===== src/pml_pkg.sv =====
// Purpose: Shared constants and types of the power monitor limit/alert block
// Assumes: 32-bit APB, one register per aligned word
// Notes:   Results are two's complement; power is unsigned 24 bits
package pml_pkg;

    ////////////////////////////////////////////////////////////////////////////
    // Register byte offsets
    localparam logic [7:0] PML_OFS_CONFIG     = 8'h00;
    localparam logic [7:0] PML_OFS_ADC_CONFIG = 8'h04;
    localparam logic [7:0] PML_OFS_SHUNT_CAL  = 8'h08;
    localparam logic [7:0] PML_OFS_SHUNT_RES  = 8'h0C;
    localparam logic [7:0] PML_OFS_BUS_RES    = 8'h10;
    localparam logic [7:0] PML_OFS_TEMP_RES   = 8'h14;
    localparam logic [7:0] PML_OFS_CURRENT    = 8'h18;
    localparam logic [7:0] PML_OFS_POWER      = 8'h1C;
    localparam logic [7:0] PML_OFS_SHUNT_LIM  = 8'h20;
    localparam logic [7:0] PML_OFS_BUS_LIM    = 8'h24;
    localparam logic [7:0] PML_OFS_POWER_LIM  = 8'h28;
    localparam logic [7:0] PML_OFS_IRQ_STS    = 8'h2C;
    localparam logic [7:0] PML_OFS_IRQ_MASK   = 8'h30;

    ////////////////////////////////////////////////////////////////////////////
    // Field positions
    localparam int PML_CFG_RANGE_BIT = 0;   // 1 selects the narrow shunt range
    localparam int PML_CFG_AVGAL_BIT = 1;   // averaged_alert_select
    localparam int PML_CFG_CNVAL_BIT = 2;   // alert follows conversion ready
    localparam int PML_ADC_AVG_LSB   = 3;   // two-bit averaging select
    localparam int PML_STS_SHUNT     = 0;
    localparam int PML_STS_BUS       = 1;
    localparam int PML_STS_POWER     = 2;
    localparam int PML_STS_CNVRDY    = 3;

    ////////////////////////////////////////////////////////////////////////////
    // Reset values and arithmetic constants
    localparam logic [2:0]  PML_RST_CONFIG  = 3'h0;        // Wide range, raw alerts
    localparam logic [2:0]  PML_RST_ADC_EN  = 3'h7;        // Shunt, bus, temp continuous
    localparam logic [1:0]  PML_RST_ADC_AVG = 2'h0;
    localparam logic [14:0] PML_RST_CAL     = 15'h0000;
    localparam logic [15:0] PML_RST_SLIM    = 16'h7FFF;
    localparam logic [15:0] PML_RST_BLIM    = 16'h7FFF;
    localparam logic [15:0] PML_RST_PLIM    = 16'hFFFF;
    localparam int          PML_CUR_SHIFT   = 11;          // Current = shunt * cal / 2^11
    localparam int          PML_PWR_SHIFT   = 6;           // 3.125 mV / 0.2 = 1/64
    localparam int          PML_PLIM_SHIFT  = 8;           // One limit LSB = 256 power LSBs
    localparam int          PML_NARROW_SHR  = 2;           // 1.25 uV codes to 5 uV codes
    localparam logic [1:0]  PML_CH_SHUNT    = 2'h0;
    localparam logic [1:0]  PML_CH_BUS      = 2'h1;
    localparam logic [1:0]  PML_CH_TEMP     = 2'h2;
    localparam int          PML_ACC_W       = 22;

    ////////////////////////////////////////////////////////////////////////////
    // One conversion word from the front end
    typedef struct packed {
        logic [1:0]  chan;
        logic [15:0] data;
    } pml_sample_t;

    // Derived results handed from the arithmetic unit
    typedef struct packed {
        logic [15:0] current;
        logic [23:0] power;
        logic        done;
    } pml_calc_t;

endpackage


===== src/pml_calc.sv =====
// Purpose: Current and power derivation from shunt, bus and calibration
// Assumes: start is a one-cycle pulse on pclk
// Notes:   Results register one cycle after start
module pml_calc (
    input  wire logic               pclk,
    input  wire logic               presetn,
    input  wire logic               start,
    input  wire logic [15:0]        shunt,
    input  wire logic [15:0]        bus,
    input  wire logic [14:0]        cal,
    output pml_pkg::pml_calc_t      res
);
    import pml_pkg::*;

    pml_calc_t   q;
    pml_calc_t   next_q;
    logic [31:0] prod;
    logic [31:0] cur_wide;
    logic [15:0] cur;
    logic [15:0] cur_mag;
    logic [31:0] pwr_wide;

    // Saturate a wide signed value to 16 bits
    function automatic logic [15:0] sat16(input logic [31:0] v);
        if ($signed(v) > 32'sh0000_7FFF) begin
            sat16 = 16'h7FFF;
        end else if ($signed(v) < -32'sh0000_8000) begin
            sat16 = 16'h8000;
        end else begin
            sat16 = v[15:0];
        end
    endfunction

    // Multiply and scale; shunt is signed, calibration unsigned
    always_comb begin
        prod     = 32'($signed(shunt) * $signed({1'b0, cal}));
        cur_wide = 32'($signed(prod) >>> PML_CUR_SHIFT);
        cur      = (cal == 15'h0000) ? 16'h0000 : sat16(cur_wide);
        cur_mag  = cur[15] ? 16'(-cur) : cur;
        // Power LSB is 0.2 of the current LSB at 3.125 mV bus steps
        pwr_wide = (32'(cur_mag) * 32'(bus)) >> PML_PWR_SHIFT;
        next_q   = q;
        next_q.done = start;
        if (start) begin
            next_q.current = cur;
            next_q.power   = (pwr_wide[31:24] != 8'h00) ? 24'hFF_FFFF : pwr_wide[23:0];
        end
    end

    // Results held in flops
    always_ff @(posedge pclk or negedge presetn) begin
        if (!presetn) begin
            q <= '0;
        end else begin
            q <= next_q;
        end
    end

    assign res = q;

endmodule


===== src/pml_top.sv =====
// Purpose: Result, limit compare and alert logic of a shunt power monitor
// Assumes: presetn is the supply power-up reset; front end sends
//          conversion words framed on its own link clock
// Notes:   Registers over APB, one word each, zero wait states
// Function
// - Power-up: wide shunt range, continuous conversion
// - Configuration registers reload reset values at power-up
// - Zero calibration forces current and power zero
// - Alert selectable: limit violation or conversion ready
// - Shunt result compared to 5 uV limit
// - Bus result compared to 3.125 mV limit
// - Power limit compared with upper 16 bits
// - Limit registers restore defaults at power-up
// - Results two's complement; bus never negative
// - Power LSB is 0.2 current LSB
// - Large faults may alert within quarter conversion
// - Marginal faults alert within 0.5 to 1.5 conversions
//
// The register addresses and the APB slave port were decided locally.
module pml_top (
    input  wire logic              pclk,
    input  wire logic              presetn,
    input  wire logic              psel,
    input  wire logic              penable,
    input  wire logic              pwrite,
    input  wire logic [7:0]        paddr,
    input  wire logic [31:0]       pwdata,
    output logic [31:0]            prdata,
    output logic                   pready,
    output logic                   pslverr,
    input  wire logic              link_clk,
    input  wire logic              link_frame,
    input  wire pml_pkg::pml_sample_t link_sample,
    output logic                   range_narrow,
    output logic [2:0]             conv_enable,
    output logic                   alert,
    output logic                   irq
);
    import pml_pkg::*;

    ////////////////////////////////////////////////////////////////////////////
    // All state of the block except the current and power results, held in u_calc
    typedef struct packed {
        logic                       clk_s1;
        logic                       clk_s2;
        logic                       clk_d;
        logic                       frm_s1;
        logic                       frm_s2;
        pml_sample_t                smp_s1;
        pml_sample_t                smp_s2;
        logic [2:0]                 cfg;
        logic [2:0]                 adc_en;
        logic [1:0]                 adc_avg;
        logic [14:0]                cal;
        logic [15:0]                shunt_lim;
        logic [15:0]                bus_lim;
        logic [15:0]                pwr_lim;
        logic [15:0]                shunt_res;
        logic [15:0]                bus_res;
        logic [15:0]                temp_res;
        logic [2:0][PML_ACC_W-1:0]  acc;
        logic [2:0][5:0]            cnt;
        logic [3:0]                 sts;
        logic [3:0]                 mask;
        logic                       calc_go;
        logic [31:0]                rdata;
        logic                       err;
    } pml_state_t;

    pml_state_t             q;
    pml_state_t             next_q;
    pml_calc_t              calc;
    logic                   take;
    logic                   last;
    logic                   do_cmp;
    logic [1:0]             ch;
    logic [2:0]             shift;
    logic [PML_ACC_W-1:0]   sum;
    logic [15:0]            avg;
    logic [15:0]            cmp_val;
    logic [15:0]            shunt_5uv;
    logic [3:0]             set;
    logic [3:0]             clr;
    logic                   wr;
    logic                   setup;
    logic                   mapped;
    logic [31:0]            rd;

    ////////////////////////////////////////////////////////////////////////////
    // Averaging depth is 4^avg: 1, 4, 16 or 64 conversions
    function automatic logic [2:0] avg_shift(input logic [1:0] sel);
        avg_shift = {sel, 1'b0};
    endfunction

    function automatic logic [5:0] avg_last(input logic [1:0] sel);
        avg_last = 6'((7'h01 << avg_shift(sel)) - 7'h01);
    endfunction

    // Negative bus codes are clamped since the bus reading is positive only
    function automatic logic [15:0] bus_clamp(input logic [15:0] v);
        bus_clamp = v[15] ? 16'h0000 : v;
    endfunction

    ////////////////////////////////////////////////////////////////////////////
    // Arithmetic unit for current and power
    pml_calc u_calc (
        .pclk    (pclk),
        .presetn (presetn),
        .start   (q.calc_go),
        .shunt   (q.shunt_res),
        .bus     (q.bus_res),
        .cal     (q.cal),
        .res     (calc)
    );

    ////////////////////////////////////////////////////////////////////////////
    // Register read mux; unmapped addresses answer zero with an error
    always_comb begin
        rd     = 32'h0000_0000;
        mapped = 1'b1;
        if (paddr == PML_OFS_CONFIG) begin
            rd = 32'(q.cfg);
        end else if (paddr == PML_OFS_ADC_CONFIG) begin
            rd = 32'({q.adc_avg, q.adc_en});
        end else if (paddr == PML_OFS_SHUNT_CAL) begin
            rd = 32'(q.cal);
        end else if (paddr == PML_OFS_SHUNT_RES) begin
            rd = 32'(q.shunt_res);
        end else if (paddr == PML_OFS_BUS_RES) begin
            rd = 32'(q.bus_res);
        end else if (paddr == PML_OFS_TEMP_RES) begin
            rd = 32'(q.temp_res);
        end else if (paddr == PML_OFS_CURRENT) begin
            rd = 32'(calc.current);
        end else if (paddr == PML_OFS_POWER) begin
            rd = 32'(calc.power);
        end else if (paddr == PML_OFS_SHUNT_LIM) begin
            rd = 32'(q.shunt_lim);
        end else if (paddr == PML_OFS_BUS_LIM) begin
            rd = 32'(q.bus_lim);
        end else if (paddr == PML_OFS_POWER_LIM) begin
            rd = 32'(q.pwr_lim);
        end else if (paddr == PML_OFS_IRQ_STS) begin
            rd = 32'(q.sts);
        end else if (paddr == PML_OFS_IRQ_MASK) begin
            rd = 32'(q.mask);
        end else begin
            mapped = 1'b0;
        end
    end

    ////////////////////////////////////////////////////////////////////////////
    // Next-state logic
    always_comb begin
        next_q = q;
        set    = 4'h0;
        clr    = 4'h0;
        wr     = psel & penable & pwrite;
        setup  = psel & ~penable;

        // Two-flop synchronisers for everything from the link side
        next_q.clk_s1 = link_clk;
        next_q.clk_s2 = q.clk_s1;
        next_q.clk_d  = q.clk_s2;
        next_q.frm_s1 = link_frame;
        next_q.frm_s2 = q.frm_s1;
        next_q.smp_s1 = link_sample;
        next_q.smp_s2 = q.smp_s1;

        // A word is taken on the link clock's rising edge inside a frame
        ch    = q.smp_s2.chan;
        take  = q.clk_s2 & ~q.clk_d & q.frm_s2 & (ch != 2'h3);
        take  = take && q.adc_en[ch];
        shift = avg_shift(q.adc_avg);
        sum   = PML_ACC_W'(q.acc[ch[1] ? 2 : ch[0]]) + {{6{q.smp_s2.data[15]}}, q.smp_s2.data};
        last  = (q.cnt[ch[1] ? 2 : ch[0]] == avg_last(q.adc_avg));
        avg   = 16'($signed(sum) >>> shift);

        // Accumulate; publish the averaged result on the last of the group
        next_q.calc_go = 1'b0;
        if (take) begin
            if (last) begin
                next_q.acc[ch[1] ? 2 : ch[0]] = '0;
                next_q.cnt[ch[1] ? 2 : ch[0]] = 6'h00;
                set[PML_STS_CNVRDY] = 1'b1;
                if (ch == PML_CH_SHUNT) begin
                    next_q.shunt_res = avg;
                    next_q.calc_go   = 1'b1;
                end else if (ch == PML_CH_BUS) begin
                    next_q.bus_res   = bus_clamp(avg);
                    next_q.calc_go   = 1'b1;
                end else begin
                    next_q.temp_res  = avg;
                end
            end else begin
                next_q.acc[ch[1] ? 2 : ch[0]] = sum;
                next_q.cnt[ch[1] ? 2 : ch[0]] = q.cnt[ch[1] ? 2 : ch[0]] + 6'h01;
            end
        end

        // Shunt and bus limits checked on every raw word, or only on averaged results
        do_cmp  = take & (~q.cfg[PML_CFG_AVGAL_BIT] | last);
        cmp_val = q.cfg[PML_CFG_AVGAL_BIT] ? avg : q.smp_s2.data;
        // Narrow-range codes are rescaled to the 5 uV limit unit
        shunt_5uv = q.cfg[PML_CFG_RANGE_BIT] ?
                    16'($signed(cmp_val) >>> PML_NARROW_SHR) : cmp_val;
        // Flagged on the very result that crosses: the latency is one
        // conversion plus the crossing, so no extra filtering is added
        if (do_cmp && ch == PML_CH_SHUNT &&
            $signed(shunt_5uv) > $signed(q.shunt_lim)) begin
            set[PML_STS_SHUNT] = 1'b1;
        end
        if (do_cmp && ch == PML_CH_BUS && bus_clamp(cmp_val) > q.bus_lim) begin
            set[PML_STS_BUS] = 1'b1;
        end
        if (calc.done && calc.power[23:PML_PLIM_SHIFT] > q.pwr_lim) begin
            set[PML_STS_POWER] = 1'b1;
        end

        // APB writes take effect in the access cycle
        if (wr) begin
            if (paddr == PML_OFS_CONFIG) begin
                next_q.cfg = pwdata[2:0];
            end else if (paddr == PML_OFS_ADC_CONFIG) begin
                next_q.adc_en  = pwdata[2:0];
                next_q.adc_avg = pwdata[PML_ADC_AVG_LSB +: 2];
            end else if (paddr == PML_OFS_SHUNT_CAL) begin
                next_q.cal = pwdata[14:0];
            end else if (paddr == PML_OFS_SHUNT_LIM) begin
                next_q.shunt_lim = pwdata[15:0];
            end else if (paddr == PML_OFS_BUS_LIM) begin
                next_q.bus_lim = pwdata[15:0];
            end else if (paddr == PML_OFS_POWER_LIM) begin
                next_q.pwr_lim = pwdata[15:0];
            end else if (paddr == PML_OFS_IRQ_STS) begin
                clr = pwdata[3:0];
            end else if (paddr == PML_OFS_IRQ_MASK) begin
                next_q.mask = pwdata[3:0];
            end
        end
        // A new event beats a clear in the same cycle
        next_q.sts = (q.sts & ~clr) | set;

        // Read data and error are captured in the setup cycle
        if (setup) begin
            next_q.rdata = rd;
            next_q.err   = ~mapped;
        end
    end

    ////////////////////////////////////////////////////////////////////////////
    // State register; power-up reset restores every setting and limit
    always_ff @(posedge pclk or negedge presetn) begin
        if (!presetn) begin
            q           <= '0;
            q.cfg       <= PML_RST_CONFIG;
            q.adc_en    <= PML_RST_ADC_EN;
            q.adc_avg   <= PML_RST_ADC_AVG;
            q.cal       <= PML_RST_CAL;
            q.shunt_lim <= PML_RST_SLIM;
            q.bus_lim   <= PML_RST_BLIM;
            q.pwr_lim   <= PML_RST_PLIM;
        end else begin
            q <= next_q;
        end
    end

    ////////////////////////////////////////////////////////////////////////////
    // Outputs
    assign prdata       = q.rdata;
    assign pready       = 1'b1;
    assign pslverr      = psel & penable & q.err;
    assign range_narrow = q.cfg[PML_CFG_RANGE_BIT];
    assign conv_enable  = q.adc_en;
    // Alert pin shows either ready or any limit flag
    assign alert        = q.cfg[PML_CFG_CNVAL_BIT] ? q.sts[PML_STS_CNVRDY] :
                          |q.sts[PML_STS_POWER:PML_STS_SHUNT];
    assign irq          = |(q.sts & q.mask);

endmodule


===== config.mk =====
export PLATFORM = sky130hd
export DESIGN_NAME = pml_top
export DESIGN_NICKNAME = d
export VERILOG_FILES = /design/src/pml_pkg.sv /design/src/pml_calc.sv /design/src/pml_top.sv
export SDC_FILE = /design/constraint.sdc
export NUM_CORES = 2
export LEC_CHECK = 0
export BUFFER_PORTS_ARGS = -buffer_cell sky130_fd_sc_hd__buf_2
export CORE_MARGIN = 2
export CORE_UTILIZATION = 67
export DETAILED_ROUTE_END_ITERATION = 12
export PLACE_DENSITY = 0.88
export SLEW_MARGIN = 5
export SYNTH_ARGS = -nofsm -noshare
export SYNTH_HDL_FRONTEND = slang
export SYNTH_SLANG_ARGS = --single-unit

===== constraint.sdc =====
create_clock -name pclk -period 39.7 [get_ports pclk]
set_input_delay 1.985 -clock pclk [delete_from_list [all_inputs] [get_ports pclk]]
set_output_delay 1.985 -clock pclk [all_outputs]
set_load 0.005 [all_outputs]

==> results.py <==
metrics = {
    "grt": {
        "grt_usage_pct": 36.1,
        "grt_overflow_total": 0,
        "grt_start_max_net_pins": 100,
        "antenna_found_initial": 6,
        "grt_pass1_vias": 28800,
        "grt_pass1_wl_um": 152000,
    },
    "clocking": {
        "cts.sinks": 318,
        "clk_root_buffer_cell": "clkbuf_16",
        "htreeDepth": 1,
        "holdBufCountCts": 0,
        "post_cts_buffers": 0,
        "insertion_delay_ns": 0.59,
        "cts_tree": "built",
        "cts_buffers": 29,
        "cts.clk_slew.worst_paths_ns": 0.07,
        "clk_path_buf_depth": 3,
        "cts_resized": 0,
    },
    "worst_setup_path": {
        "slowest_stage": "dfrtp_1",
        "path_max_fanout": 23,
        "critPathBufInv": 7,
        "path_depth": 45,
        "crit_required_ns": 40.17,
        "worstPathArrival_ns": 16.01,
        "crit_path_max_incr_delay_ns": 1.02,
        "reg2reg_depth": 45,
        "critPathCaptureType": "flop",
        "rrSetupSlack_ns": 24.16,
        "cp_top_family": "adder cells",
        "worstSetupPathType": "reg2reg",
        "critPathLaunchType": "flop",
        "cp-endpoint": "u_calc.res[7]$_DFFE_PN0P_",
        "crit_start": "q[226]$_DFFE_PN0P_",
        "r2r-end": "u_calc.res[7]$_DFFE_PN0P_",
        "worst_path_most_repeated_cell": "fa_1",
        "worstReg2RegStart": "q[226]$_DFFE_PN0P_",
    },
    "min_path": {
        "hold_path.class": "reg2reg",
        "worstHoldStart": "next_q[255]$_DFF_PN0_",
        "holdPathStages": 0,
    },
    "yosys": {
        "syn_area_per_cell_um2": 9.23,
        "netlist_area_um2": 35100,
        "yosysWarnings": 0,
        "ys_ff_latch": 318,
        "synth_ff_type": "dfrtp_1",
        "synth_edf_count": 0,
        "async_flop_share_pct": 100,
        "ys_types": 91,
        "syn-instance-count": 3802,
        "seq_area_frac_synth_pct": 22.9,
    },
    "floorplanning": {
        "die_w_um": 233,
        "dieArea_um2": 54200,
        "start_util_pct": 68.1,
        "ios": 105,
        "die_h_um": 233,
        "core_um2": 51500,
        "rows": 83,
    },
    "timing": {
        "finalMaxSlewViolations": 0,
        "fin_crit_ns": 15.54,
        "worst_pin_slew_ns": 1.33,
        "finalHoldWorstSlack_ns": 0.345,
        "finClkSkew_ns": 0.0343,
        "max_slew_margin_pct": 10.9,
        "tns_ns": 0,
        "max_freq_mhz": 64.4,
        "finalCritPeriodShare_pct": 39.1,
        "hold_viol": 0,
        "rsz0062_at_grt": "false",
        "final-setup-viol-count": 0,
    },
    "final_layout": {
        "area_delta_synth_final_pct": 4.77,
        "final_util_pct": 71.3,
        "drive_above_1_share_pct": 10.1,
        "final_cells": 4452,
        "nets": 4501,
        "stdcell_area_um2": 36700,
    },
    "routing": {
        "drt_iter0_markers": 2786,
        "dr.pass1.iters": 6,
        "vias": 27700,
        "detail-route-antenna-nets": 0,
        "wirelength_um": 94200,
        "post_drt_via_cell_ratio": 6.23,
        "drt-wirelength-per-cell_um": 21.1,
        "drc_errors": 0,
    },
    "status": {
        "status": "completed",
    },
    "pwr": {
        "ir_drop_mv": 0.0505,
        "p_per_area_nw_per_um2": 18.6,
        "leakagePower_nw": 18.7,
    },
    "placed_design": {
        "place_area_um2": 35800,
        "place_inst": 4398,
        "dp.final_hpwl_um": 70900,
        "gp_congestion": 0.997,
        "io_buffers": 79,
    },
    "flow_run": {
        "cap_violations": 0,
    },
}
==> layout make-up <==
class | count | area, um^2
tap | 680 | 851
fill | 3737 | 14800
inverter | 580 | 2180
timing repair buffer | 122 | 728
multi-input combinational | 2698 | 24000
clock buffer | 38 | 810
antenna | 1 | 2.50
clock inverter | 15 | 171
sequential | 318 | 8020
==> where the power goes <==
part / switching, mW / internal (mW)
Combinational: 0.0367 / 0.0175
Sequential: 0.00745 / 0.329
Clock: 0.128 / 0.164
Total: 0.172 / 0.511
==> layer usage <==
metal	track usage (%)	share of wire, %	vias to the layer above
met5	0	0.040	-
met4	22.0	7.2	6
met3	6.37	9.4	410
met2	58.2	47	1444
met1	45.6	37	13700
li1	-	-	12200
==> how the worst min path moves through the flow <==
stage / slack (ns) / to
final: 0.34 / q[255]$_DFF_PN0_
after global routing: 0.35 / q[260]$_DFF_PN0_
after CTS: 0.35 / q[247]$_DFF_PN0_
after detailed placement: 0.33 / q[247]$_DFF_PN0_
after global placement: 0.33 / q[249]$_DFF_PN0_
after floorplan: 0.33 / ch[0]$_DFF_PN0_
==> per-stage QoR <==
step	setup slack, ns	power [mW]
floorplan	26.14	0.369
global placement	24.55	0.393
detailed placement	24.41	0.394
CTS	24.37	0.681
global route	23.39	0.699
finish	24.16	0.683
==> cells in the mapped netlist, drive strengths merged (49+ instances only) <==
| cell | count | share of area [%] |
|---|---|---|
| fa | 426 | 24 |
| a21oi | 127 | 1.8 |
| mux2i | 49 | 1.4 |
| xnor2 | 56 | 1.4 |
| nand2 | 576 | 6.2 |
| buf | 56 | 1.1 |
| and2 | 261 | 4.7 |
| dfstp | 49 | 3.7 |
| clkbuf | 157 | 1.7 |
| dfrtp | 269 | 19 |
| ha | 261 | 9.3 |
| mux2 | 100 | 3.2 |
| inv | 579 | 6.2 |
| o21ai | 201 | 2.9 |
| nor2 | 121 | 1.3 |
==> cells by family after synthesis <==
logic type,count (synthesis),share of synthesized area (%)
and+or+nand+nor,1154,15.5
buffers and inverters,793,8.95
adders and majority gates,687,33.6
AOI/OAI and AO/OA,600,11.2
DFF,318,22.9
muxes,166,5.74
xor gates and xnor gates,82,2.05
other,2,0.0214
==> registers in the layout (all words and copies together), names as in the netlist <==
name          cells
ch                2
conv_enable       3
next_q           21
prdata           24
q               226
range_narrow      1
u_calc.res       41
==> layout by cell type, fill, tap and decap left out, drive strengths merged, types with 56 or more instances in the layout <==
cell type / count
mux2: 100
nand2: 576
fa: 426
xnor2: 56
and2: 261
a21oi: 127
ha: 261
nor2: 121
buf: 122
inv: 581
o21ai: 201
dfrtp: 269
Note: power is estimated with default switching activity, not from simulation.
